<file path="config.mk">
export PLATFORM = sky130hd
export DESIGN_NAME = alx_core
export DESIGN_NICKNAME = d
export VERILOG_FILES = /design/src/alx_pkg.sv /design/src/alx_core.sv /design/src/alx_alu.sv /design/src/alx_ptr_add.sv
export SDC_FILE = /design/constraint.sdc
export NUM_CORES = 1
export LEC_CHECK = 0
export ABC_CLOCK_PERIOD_IN_PS = 7700
export BUFFER_PORTS_ARGS = -buffer_cell sky130_fd_sc_hd__buf_2
export CAP_MARGIN = 0
export CORE_MARGIN = 8
export CORE_UTILIZATION = 30
export CTS_BUF_LIST = sky130_fd_sc_hd__clkbuf_2 sky130_fd_sc_hd__clkbuf_4 sky130_fd_sc_hd__clkbuf_8
export CTS_CLUSTER_DIAMETER = 30
export DETAILED_ROUTE_END_ITERATION = 8
export PLACE_DENSITY = 0.55
export SLEW_MARGIN = 20
export SYNTH_ARGS = -nofsm -noshare
export SYNTH_HDL_FRONTEND = slang
export SYNTH_SLANG_ARGS = --single-unit
</file>
<file path="constraint.sdc">
create_clock -name sys_clk_i -period 7.7 [get_ports sys_clk_i]
set_input_delay 0.77 -clock sys_clk_i [delete_from_list [all_inputs] [get_ports sys_clk_i]]
set_output_delay 0.77 -clock sys_clk_i [all_outputs]
set_load 0.02 [all_outputs]
</file>
<file path="src/alx_pkg.sv">
// shared constants for the literal and file-register execution datapath
package alx_pkg;

  localparam int DATA_W  = 8;
  localparam int PTR_W   = 16;
  localparam int LIT6_W  = 6;
  localparam int FADDR_W = 7;
  localparam int BIDX_W  = 3;

  // operation select codes
  typedef enum logic [3:0] {
    ALX_OP_NONE  = 4'h0,
    ALX_OP_PADD  = 4'h1,
    ALX_OP_ANDI  = 4'h2,
    ALX_OP_ADDI  = 4'h3,
    ALX_OP_ANDF  = 4'h4,
    ALX_OP_ADDF  = 4'h5,
    ALX_OP_ARITH_SHIFT_RIGHT  = 4'h6,
    ALX_OP_ADDC  = 4'h7,
    ALX_OP_BCLR  = 4'h8
  } alx_op_t;

  // execution sequencer states
  typedef enum logic [1:0] {
    ALX_ST_IDLE  = 2'b00,
    ALX_ST_STALL = 2'b01
  } alx_state_t;

  // destination bit meaning
  localparam logic DEST_ACC  = 1'b0;
  localparam logic DEST_FILE = 1'b1;

  // reset values and the pointer maximum
  localparam logic [DATA_W-1:0] ACC_RST = 8'h00;
  localparam logic [PTR_W-1:0]  PTR_RST = 16'h0000;
  localparam logic [PTR_W-1:0]  PTR_MAX = 16'hFFFF;

  // AXI4-Lite register byte offsets
  localparam logic [7:0] REG_CTRL   = 8'h00;
  localparam logic [7:0] REG_ACC    = 8'h04;
  localparam logic [7:0] REG_STATUS = 8'h08;
  localparam logic [7:0] REG_PTR0   = 8'h0C;
  localparam logic [7:0] REG_PTR1   = 8'h10;
  localparam logic [7:0] REG_RESULT = 8'h14;

  // control register fields
  localparam int CTRL_OP_LSB    = 0;
  localparam int CTRL_DEST_BIT  = 4;
  localparam int CTRL_SEL_BIT   = 5;
  localparam int CTRL_BIDX_LSB  = 8;
  localparam int CTRL_FADDR_LSB = 12;
  localparam int CTRL_IMM_LSB   = 20;
  localparam int CTRL_GO_BIT    = 31;

  // status register fields
  localparam int ST_C_BIT    = 0;
  localparam int ST_HC_BIT   = 1;
  localparam int ST_Z_BIT    = 2;
  localparam int ST_BUSY_BIT = 3;

  localparam logic [1:0] RESP_OKAY   = 2'b00;
  localparam logic [1:0] RESP_SLVERR = 2'b10;

endpackage

</file>
<file path="src/alx_core.sv">
// Design decisions made here: the register offsets and the AXI4-Lite slave port.
`timescale 1ns/100ps
module alx_core
  import alx_pkg::*;
#(
  parameter int FILE_DEPTH     = 128,
  parameter int INDIRECT_ADDR  = 0
)
(
  input  wire logic         sys_clk_i,
  input  wire logic         rst_n_i,
  input  wire logic [7:0]   s_axi_awaddr_i,
  input  wire logic         s_axi_awvalid_i,
  output logic              s_axi_awready_o,
  input  wire logic [31:0]  s_axi_wdata_i,
  input  wire logic [3:0]   s_axi_wstrb_i,
  input  wire logic         s_axi_wvalid_i,
  output logic              s_axi_wready_o,
  output logic [1:0]        s_axi_bresp_o,
  output logic              s_axi_bvalid_o,
  input  wire logic         s_axi_bready_i,
  input  wire logic [7:0]   s_axi_araddr_i,
  input  wire logic         s_axi_arvalid_i,
  output logic              s_axi_arready_o,
  output logic [31:0]       s_axi_rdata_o,
  output logic [1:0]        s_axi_rresp_o,
  output logic              s_axi_rvalid_o,
  input  wire logic         s_axi_rready_i,
  output logic              busy_o
);

  // architectural state
  logic [DATA_W-1:0]  acc;
  logic [PTR_W-1:0]   ptr0;
  logic [PTR_W-1:0]   ptr1;
  logic               flag_c;
  logic               flag_hc;
  logic               flag_z;
  logic [DATA_W-1:0]  last_res;
  logic [DATA_W-1:0]  file_mem [FILE_DEPTH];

  // latched instruction fields
  logic [31:0]        ctrl;
  alx_state_t         state;
  alx_state_t         next_state;

  // bus slave state
  logic               aw_held;
  logic               w_held;
  logic [7:0]         aw_addr;
  logic [31:0]        w_data;
  logic [3:0]         w_strb;

  // instruction field decode from the control word
  wire alx_op_t            op_cur = alx_op_t'(ctrl[CTRL_OP_LSB +: 4]);
  wire                     dest   = ctrl[CTRL_DEST_BIT];
  wire                     psel   = ctrl[CTRL_SEL_BIT];
  wire [BIDX_W-1:0]        bidx   = ctrl[CTRL_BIDX_LSB +: BIDX_W];
  wire [FADDR_W-1:0]       faddr  = ctrl[CTRL_FADDR_LSB +: FADDR_W];
  wire [DATA_W-1:0]        imm    = ctrl[CTRL_IMM_LSB +: DATA_W];
  wire [LIT6_W-1:0]        lit6   = ctrl[CTRL_IMM_LSB +: LIT6_W];

  // classify the operation
  function automatic logic is_file_op(input alx_op_t op);
    is_file_op = (op == ALX_OP_ANDF) || (op == ALX_OP_ADDF) || (op == ALX_OP_ARITH_SHIFT_RIGHT)
              || (op == ALX_OP_ADDC) || (op == ALX_OP_BCLR);
  endfunction

  function automatic logic is_add_op(input alx_op_t op);
    is_add_op = (op == ALX_OP_ADDI) || (op == ALX_OP_ADDF) || (op == ALX_OP_ADDC);
  endfunction

  // register map hit test; status and result accept writes but keep their value
  function automatic logic is_mapped(input logic [7:0] a);
    is_mapped = (a == REG_CTRL) || (a == REG_ACC) || (a == REG_STATUS)
             || (a == REG_PTR0) || (a == REG_PTR1) || (a == REG_RESULT);
  endfunction

  // the indirect port reads through pointer 0; only low bits index the local file
  // pointer 1 never backs the indirect port here, so only pointer 0 can stall
  wire               indirect   = (faddr == FADDR_W'(INDIRECT_ADDR));
  wire [FADDR_W-1:0] eff_addr   = indirect ? ptr0[FADDR_W-1:0] : faddr;
  wire [DATA_W-1:0]  file_rd    = file_mem[eff_addr];
  wire               need_stall = is_file_op(op_cur) && indirect && ptr0[PTR_W-1];

  // alu and pointer adder
  logic [DATA_W-1:0] alu_res;
  logic              alu_c;
  logic              alu_hc;
  logic              alu_z;
  logic [PTR_W-1:0]  ptr_sum;

  // one shared alu serves every 8-bit operation
  alx_alu u_alu (
    .op_i     (op_cur),
    .acc_i    (acc),
    .file_i   (file_rd),
    .imm_i    (imm),
    .bidx_i   (bidx),
    .carry_i  (flag_c),
    .res_o    (alu_res),
    .carry_o  (alu_c),
    .hcarry_o (alu_hc),
    .zero_o   (alu_z)
  );

  // the pointer adder is separate so a pointer add never disturbs the flags
  alx_ptr_add u_padd (
    .ptr_i (psel ? ptr1 : ptr0),
    .lit_i (lit6),
    .ptr_o (ptr_sum)
  );

  // write channel handshake: address and data taken in either order
  // a pending response blocks both channels until it is accepted
  wire aw_take  = s_axi_awvalid_i && !aw_held && !s_axi_bvalid_o;
  wire w_take   = s_axi_wvalid_i && !w_held && !s_axi_bvalid_o;
  wire wr_fire  = aw_held && w_held && !s_axi_bvalid_o;
  wire ar_take  = s_axi_arvalid_i && !s_axi_rvalid_o;
  wire wr_ctrl  = wr_fire && (aw_addr == REG_CTRL);
  wire wr_acc   = wr_fire && (aw_addr == REG_ACC);
  wire wr_p0    = wr_fire && (aw_addr == REG_PTR0);
  wire wr_p1    = wr_fire && (aw_addr == REG_PTR1);
  wire wr_map   = is_mapped(aw_addr);
  // a new go is refused while the sequencer is busy
  wire start    = wr_ctrl && w_data[CTRL_GO_BIT] && w_strb[3] && (state == ALX_ST_IDLE);

  assign s_axi_awready_o = !aw_held && !s_axi_bvalid_o;
  assign s_axi_wready_o  = !w_held && !s_axi_bvalid_o;
  assign s_axi_arready_o = !s_axi_rvalid_o;
  assign busy_o          = (state == ALX_ST_STALL);

  // sequencer: go is latched one cycle, execute happens the cycle after,
  // delayed one more when the indirect pointer points high
  logic go_q;
  wire  exec = (state == ALX_ST_IDLE) && go_q && !need_stall
            || (state == ALX_ST_STALL);

  // which flags and targets a committed operation touches
  wire upd_z   = (op_cur != ALX_OP_BCLR);
  wire upd_c   = is_add_op(op_cur) || (op_cur == ALX_OP_ARITH_SHIFT_RIGHT);
  wire upd_hc  = is_add_op(op_cur);
  wire to_file = exec && is_file_op(op_cur)
              && (dest == DEST_FILE || op_cur == ALX_OP_BCLR);

  // next state: one extra cycle when a high pointer backs the indirect port
  always_comb
  begin
    next_state = state;
    case (state)
      ALX_ST_IDLE:  if (go_q && need_stall) next_state = ALX_ST_STALL;
      ALX_ST_STALL: next_state = ALX_ST_IDLE;
      default:      next_state = ALX_ST_IDLE;
    endcase
  end

  // sequencer state and the go pulse
  always_ff @(posedge sys_clk_i)
  begin
    if (!rst_n_i)
    begin
      state <= ALX_ST_IDLE;
      go_q  <= 1'b0;
    end
    else
    begin
      state <= next_state;
      go_q  <= start;
    end
  end

  // bus capture registers
  // each half is held alone so address and data may arrive in either order
  always_ff @(posedge sys_clk_i)
  begin
    if (!rst_n_i)
    begin
      aw_held <= 1'b0;
      w_held  <= 1'b0;
      aw_addr <= 8'h00;
      w_data  <= 32'h0000_0000;
      w_strb  <= 4'h0;
    end
    else
    begin
      if (aw_take)
      begin
        aw_held <= 1'b1;
        aw_addr <= s_axi_awaddr_i;
      end
      else if (wr_fire)
        aw_held <= 1'b0;
      if (w_take)
      begin
        w_held <= 1'b1;
        w_data <= s_axi_wdata_i;
        w_strb <= s_axi_wstrb_i;
      end
      else if (wr_fire)
        w_held <= 1'b0;
    end
  end

  // status word built from the package bit positions
  logic [31:0] status_word;
  always_comb
  begin
    status_word              = 32'h0000_0000;
    status_word[ST_C_BIT]    = flag_c;
    status_word[ST_HC_BIT]   = flag_hc;
    status_word[ST_Z_BIT]    = flag_z;
    status_word[ST_BUSY_BIT] = busy_o;
  end

  // write response and read data
  always_ff @(posedge sys_clk_i)
  begin
    if (!rst_n_i)
    begin
      s_axi_bvalid_o <= 1'b0;
      s_axi_bresp_o  <= RESP_OKAY;
      s_axi_rvalid_o <= 1'b0;
      s_axi_rresp_o  <= RESP_OKAY;
      s_axi_rdata_o  <= 32'h0000_0000;
    end
    else
    begin
      if (wr_fire)
      begin
        s_axi_bvalid_o <= 1'b1;
        s_axi_bresp_o  <= wr_map ? RESP_OKAY : RESP_SLVERR;
      end
      else if (s_axi_bready_i)
        s_axi_bvalid_o <= 1'b0;
      // unmapped reads answer zero with SLVERR
      if (ar_take)
      begin
        s_axi_rvalid_o <= 1'b1;
        s_axi_rresp_o  <= RESP_OKAY;
        case (s_axi_araddr_i)
          REG_CTRL:   s_axi_rdata_o <= {1'b0, ctrl[30:0]};
          REG_ACC:    s_axi_rdata_o <= {24'h000000, acc};
          REG_STATUS: s_axi_rdata_o <= status_word;
          REG_PTR0:   s_axi_rdata_o <= {16'h0000, ptr0};
          REG_PTR1:   s_axi_rdata_o <= {16'h0000, ptr1};
          REG_RESULT: s_axi_rdata_o <= {24'h000000, last_res};
          default:
          begin
            s_axi_rdata_o <= 32'h0000_0000;
            s_axi_rresp_o <= RESP_SLVERR;
          end
        endcase
      end
      else if (s_axi_rready_i)
        s_axi_rvalid_o <= 1'b0;
    end
  end

  // control word: byte enables respected, the go bit reads back as zero
  // a control write while a go is pending is dropped but still answered OKAY
  always_ff @(posedge sys_clk_i)
  begin
    if (!rst_n_i)
      ctrl <= 32'h0000_0000;
    else if (wr_ctrl && (state == ALX_ST_IDLE) && !go_q)
    begin
      for (int i = 0; i < 4; i++)
        if (w_strb[i])
          ctrl[i*8 +: 8] <= w_data[i*8 +: 8];
    end
  end

  // accumulator, pointers and flags
  // a bus write to acc or a pointer in the commit cycle is lost: the commit wins,
  // so software should not write them right behind a go
  always_ff @(posedge sys_clk_i)
  begin
    if (!rst_n_i)
    begin
      acc      <= ACC_RST;
      ptr0     <= PTR_RST;
      ptr1     <= PTR_RST;
      flag_c   <= 1'b0;
      flag_hc  <= 1'b0;
      flag_z   <= 1'b0;
      last_res <= 8'h00;
    end
    else if (exec)
    begin
      if (op_cur == ALX_OP_PADD)
      begin
        if (psel)
          ptr1 <= ptr_sum;
        else
          ptr0 <= ptr_sum;
      end
      else if (op_cur != ALX_OP_NONE)
      begin
        last_res <= alu_res;
        // immediates always target the accumulator; file ops other than bit_clear_op honour dest
        if (!is_file_op(op_cur) || dest == DEST_ACC)
        begin
          if (op_cur != ALX_OP_BCLR)
            acc <= alu_res;
        end
        if (upd_z)
          flag_z <= alu_z;
        if (upd_c)
          flag_c <= alu_c;
        if (upd_hc)
          flag_hc <= alu_hc;
      end
    end
    else
    begin
      if (wr_acc && w_strb[0])
        acc <= w_data[7:0];
      if (wr_p0)
        ptr0 <= w_data[15:0];
      if (wr_p1)
        ptr1 <= w_data[15:0];
    end
  end

  // file register write-back: no reset, contents are data memory
  // bit_clear_op always writes here, whatever the destination bit says
  always_ff @(posedge sys_clk_i)
  begin
    if (to_file)
      file_mem[eff_addr] <= alu_res;
  end

endmodule

</file>
<file path="src/alx_alu.sv">
// combinational 8-bit arithmetic and logic unit with flag generation
`timescale 1ns/100ps
module alx_alu
  import alx_pkg::*;
(
  input  wire alx_op_t              op_i,
  input  wire logic [DATA_W-1:0]    acc_i,
  input  wire logic [DATA_W-1:0]    file_i,
  input  wire logic [DATA_W-1:0]    imm_i,
  input  wire logic [BIDX_W-1:0]    bidx_i,
  input  wire logic                 carry_i,
  output logic      [DATA_W-1:0]    res_o,
  output logic                      carry_o,
  output logic                      hcarry_o,
  output logic                      zero_o
);

  wire               use_imm = (op_i == ALX_OP_ADDI) || (op_i == ALX_OP_ANDI);
  wire [DATA_W-1:0]  opb     = use_imm ? imm_i : file_i;
  wire               cin     = (op_i == ALX_OP_ADDC) ? carry_i : 1'b0;
  // carry out of bit 3 taken from a separate low-nibble sum
  wire [4:0]         lo_sum  = {1'b0, acc_i[3:0]} + {1'b0, opb[3:0]} + {4'h0, cin};
  wire [DATA_W:0]    full    = {1'b0, acc_i} + {1'b0, opb} + {8'h00, cin};
  wire [DATA_W-1:0]  clr_msk = ~(8'h01 << bidx_i);

  // result select and flag outcome per operation
  always_comb
  begin
    res_o    = 8'h00;
    carry_o  = carry_i;
    hcarry_o = 1'b0;
    case (op_i)
      ALX_OP_ANDI, ALX_OP_ANDF:
        res_o = acc_i & opb;
      ALX_OP_ADDI, ALX_OP_ADDF, ALX_OP_ADDC:
      begin
        res_o    = full[DATA_W-1:0];
        carry_o  = full[DATA_W];
        hcarry_o = lo_sum[4];
      end
      ALX_OP_ARITH_SHIFT_RIGHT:
      begin
        res_o   = {file_i[7], file_i[7:1]};
        carry_o = file_i[0];
      end
      ALX_OP_BCLR:
        res_o = file_i & clr_msk;
      default:
        res_o = 8'h00;
    endcase
    zero_o = (res_o == 8'h00);
  end

endmodule

</file>
<file path="src/alx_ptr_add.sv">
// indirect pointer adder with a sign-extended 6-bit literal
`timescale 1ns/100ps
module alx_ptr_add
  import alx_pkg::*;
(
  input  wire logic [PTR_W-1:0]   ptr_i,
  input  wire logic [LIT6_W-1:0]  lit_i,
  output logic      [PTR_W-1:0]   ptr_o
);

  // sign extension covers -32 to 31; the sum simply drops bit 16 so the
  // pointer wraps modulo 2^16 with no saturation
  wire [PTR_W-1:0] lit_ext = {{(PTR_W-LIT6_W){lit_i[LIT6_W-1]}}, lit_i};

  assign ptr_o = ptr_i + lit_ext;

endmodule

</file>
==> flow_summary.yaml <==
placement:
  dp_slack_ps: 740
  place.gp.congestion: 0.943
  hpwl_mm: 118
  port_buffers: 97
power_and_ir_drop:
  vdd.ir_drop.worst_mv: 0.175
  powerDensity_nw_per_um2: 251
  p_leak_nw: 17.9
logic_synthesis:
  async_flop_share_pct: 0
  ys_types: 97
  synth-edff-count: 1024
  syn_area_per_cell_sq_um: 13.5
  yosysWarnings: 0
  syn_inst: 3527
  ys_ff_latch: 1189
  synth-main-ff-cell: "edfxtp_1"
  ys_seq_area_share_pct: 71.5
  syn_area_sq_um: 47700
clock_tree:
  root_buffer: "clkbuf_8"
  cts_num_sinks: 1189
  clk_pin_slew_ps: 50
  cts_tree: "built"
  cts_max_level: 4
  cts_setup_buffers: 0
  clock_latency_ps: 970
  cts_max_path_buffers: 3
  cts_resized: 0
  cts_hold_buf: 9
  cts_buffers: 229
detailed_routing:
  firstDrtPassIters: 6
  wl_per_cell_um: 29.5
  ant_nets: 0
  wl_mm: 180
  viasPerCell: 5.71
  drc_errors: 0
  drt_iter0_markers: 4662
  vias: 34800
hold_path:
  hold_class: "in2reg"
  min_from: "s_axi_wdata_i[8]"
sta:
  hold_violations: 0
  rsz0062_at_grt: "no"
  period_needed_ps: 7380
  worst_slack_ps: 317
  fin_crit_sh_pct: 95.9
  worstMarginPinSlew_ps: 1240
  fin_tns_setup_ps: 0
  relSlewSlack_pct: 17.3
  fmax_mhz: 135
  skew_ps: 95.1
  slew_viol_final: 0
  setup_viol: 0
global_route:
  met1_usage_pct: 27.0
  grt_overflow: 0
  busiest_layer: "met2"
  grt_pass1_vias: 33500
  grt_max_degree: 98
  use_met2_pct: 30.8
  grt_use_met3_pct: 4.65
  grt_pass1_wl_mm: 253
  track_usage_pct: 20.0
  antenna_found_initial: 6
floorplanning:
  start_util_pct: 30.2
  die-height_um: 415
  num_rows: 146
  coreArea_sq_um: 158000
  dieArea_sq_um: 172000
  top_level_ports: 101
  die_width_um: 415
setup_path:
  worstSetupEndpointType: "register"
  path_class: "reg2reg"
  start_kind: "register"
  crit_path_max_fanout: 57
  cp.required_ps: 8330
  crit_path_start: "ctrl[12]"
  cp.arrival_ps: 8020
  rr_startpoint: "ctrl[12]"
layout:
  final_common_cell: "edfxtp_1"
  most-common-layout-cells: "1,024 x edfxtp_1, 374 x nand2_1, 267 x nor2_1"
  nets: 3924
  area_delta_synth_final_pct: 20.2
  final_layout_size_suffix_gt1_share_pct: 20.0
flow_run:
  cap_violations: 0
outcome:
  status: "complete, no violations"
-- synthesized netlist by cell type, types with 19 or more instances --
master | instances | area [sq um]
edfxtp_1 | 1024 | 30700
a21oi_1 | 229 | 1150
o31ai_1 | 27 | 203
ha_1 | 23 | 288
inv_1 | 40 | 150
buf_2 | 39 | 195
nor2b_1 | 19 | 119
a31oi_1 | 31 | 194
o221ai_1 | 107 | 937
nand2_1 | 378 | 1420
o22ai_1 | 167 | 1040
nand3_1 | 98 | 490
a221oi_1 | 58 | 508
o22a_1 | 20 | 175
buf_1 | 29 | 109
dfxtp_1 | 165 | 3300
o21ai_0 | 107 | 536
a211oi_1 | 47 | 353
clkbuf_1 | 169 | 634
a22oi_1 | 30 | 225
mux2_2 | 22 | 248
nor3_1 | 36 | 180
mux2i_1 | 56 | 561
nor2_1 | 277 | 1040
-- through the flow --
step	area [sq um]	std cells	hold slack (ps)	power [mW]	util [%]
2_1_floorplan	47700	3529	431	7.14	-
3_3_place_gp	51800	5671	438	7.20	32.8
3_5_place_dp	51800	5671	441	7.20	32.8
4_1_cts	57300	6096	4.14	14.4	36.2
5_1_grt	57300	6097	67.9	14.7	36.3
6_report	57300	6101	91.7	14.4	36.3
-- cell families (layout without fill, tap and decap cells) --
kind of cell               Yosys count  after routing  share of synthesized area (%)
AOI/OAI and AO/OA                 1024           1024                           15.1
xor gates and xnor gates            13             13                          0.239
adders and majority gates           26             26                          0.730
buffers and inverters              287            782                           2.46
DFF                               1189           1189                           71.5
muxes                               78             78                           1.70
other                                1              8                        0.00787
and+or+nand+nor                    909            909                           8.35
-- state kept, by name, summed over array words and instances, names as in the netlist --
signal	cells
s_axi_rdata_o	31
w_strb	4
s_axi_rresp_o	1
aw_held	1
s_axi_bvalid_o	1
ptr1	16
s_axi_rvalid_o	1
aw_addr	8
last_res	8
ptr0	16
state	1
acc	8
go_q	1
ctrl	31
flag_c	1
s_axi_bresp_o	1
file_mem	1024
w_data	32
w_held	1
flag_hc	1
flag_z	1
-- worst max-delay path, cell delays in order (launching register included) --
cell and delay [ps]:
dfxtp_1 830, nor3b_1 280, a21oi_4 380, buf_4 750
o221ai_1 300, a211oi_1 320, o22ai_1 180, o21ai_0 950
and4_1 380, mux2_2 170, ha_1 250, a21o_1 200
a21oi_1 220, inv_1 90, a21o_1 190, a21oi_1 230
xnor2_1 90, a22oi_1 160, o21ai_0 150, nor2_1 290
inv_4 220, buf_12 270
-- per-layer routing --
| metal | vias to the layer above | part of all wire [%] |
|---|---|---|
| met1 | 17600 | 40 |
| met3 | 430 | 11 |
| met5 | - | 0.0039 |
| met4 | 2 | 4.5 |
| met2 | 2278 | 44 |
| li1 | 14500 | - |
-- worst paths after layout --
kind / to / slack (ps) / depth (start not counted)
max reg2reg: file_mem[5][6] / 320 / 21
min reg2reg: go_q / 430 / 2
min: w_data[8] / 90 / 3
max: file_mem[5][6] / 320 / 21
-- final cells by class --
| class | instances | area, sq um |
|---|---|---|
| Inverter | 42 | 175 |
| Fill cell | 15200 | 101000 |
| Tap cell | 2072 | 2590 |
| Sequential cell | 1189 | 34100 |
| Timing Repair Buffer | 324 | 2410 |
| Clock buffer | 270 | 3480 |
| Clock inverter | 146 | 1880 |
| Multi-Input combinational cell | 2053 | 12700 |
| Antenna cell | 5 | 12.5 |
-- power breakdown --
group / total (mW) / switching, mW / leakage, nW / internal, mW
clock: 7.29 / 2.97 / 2.71 / 4.32
combinational: 0.138 / 0.0953 / 5.24 / 0.0426
sequential: 6.93 / 0.0191 / 9.94 / 6.91
Power figures use the tool's default switching activity.
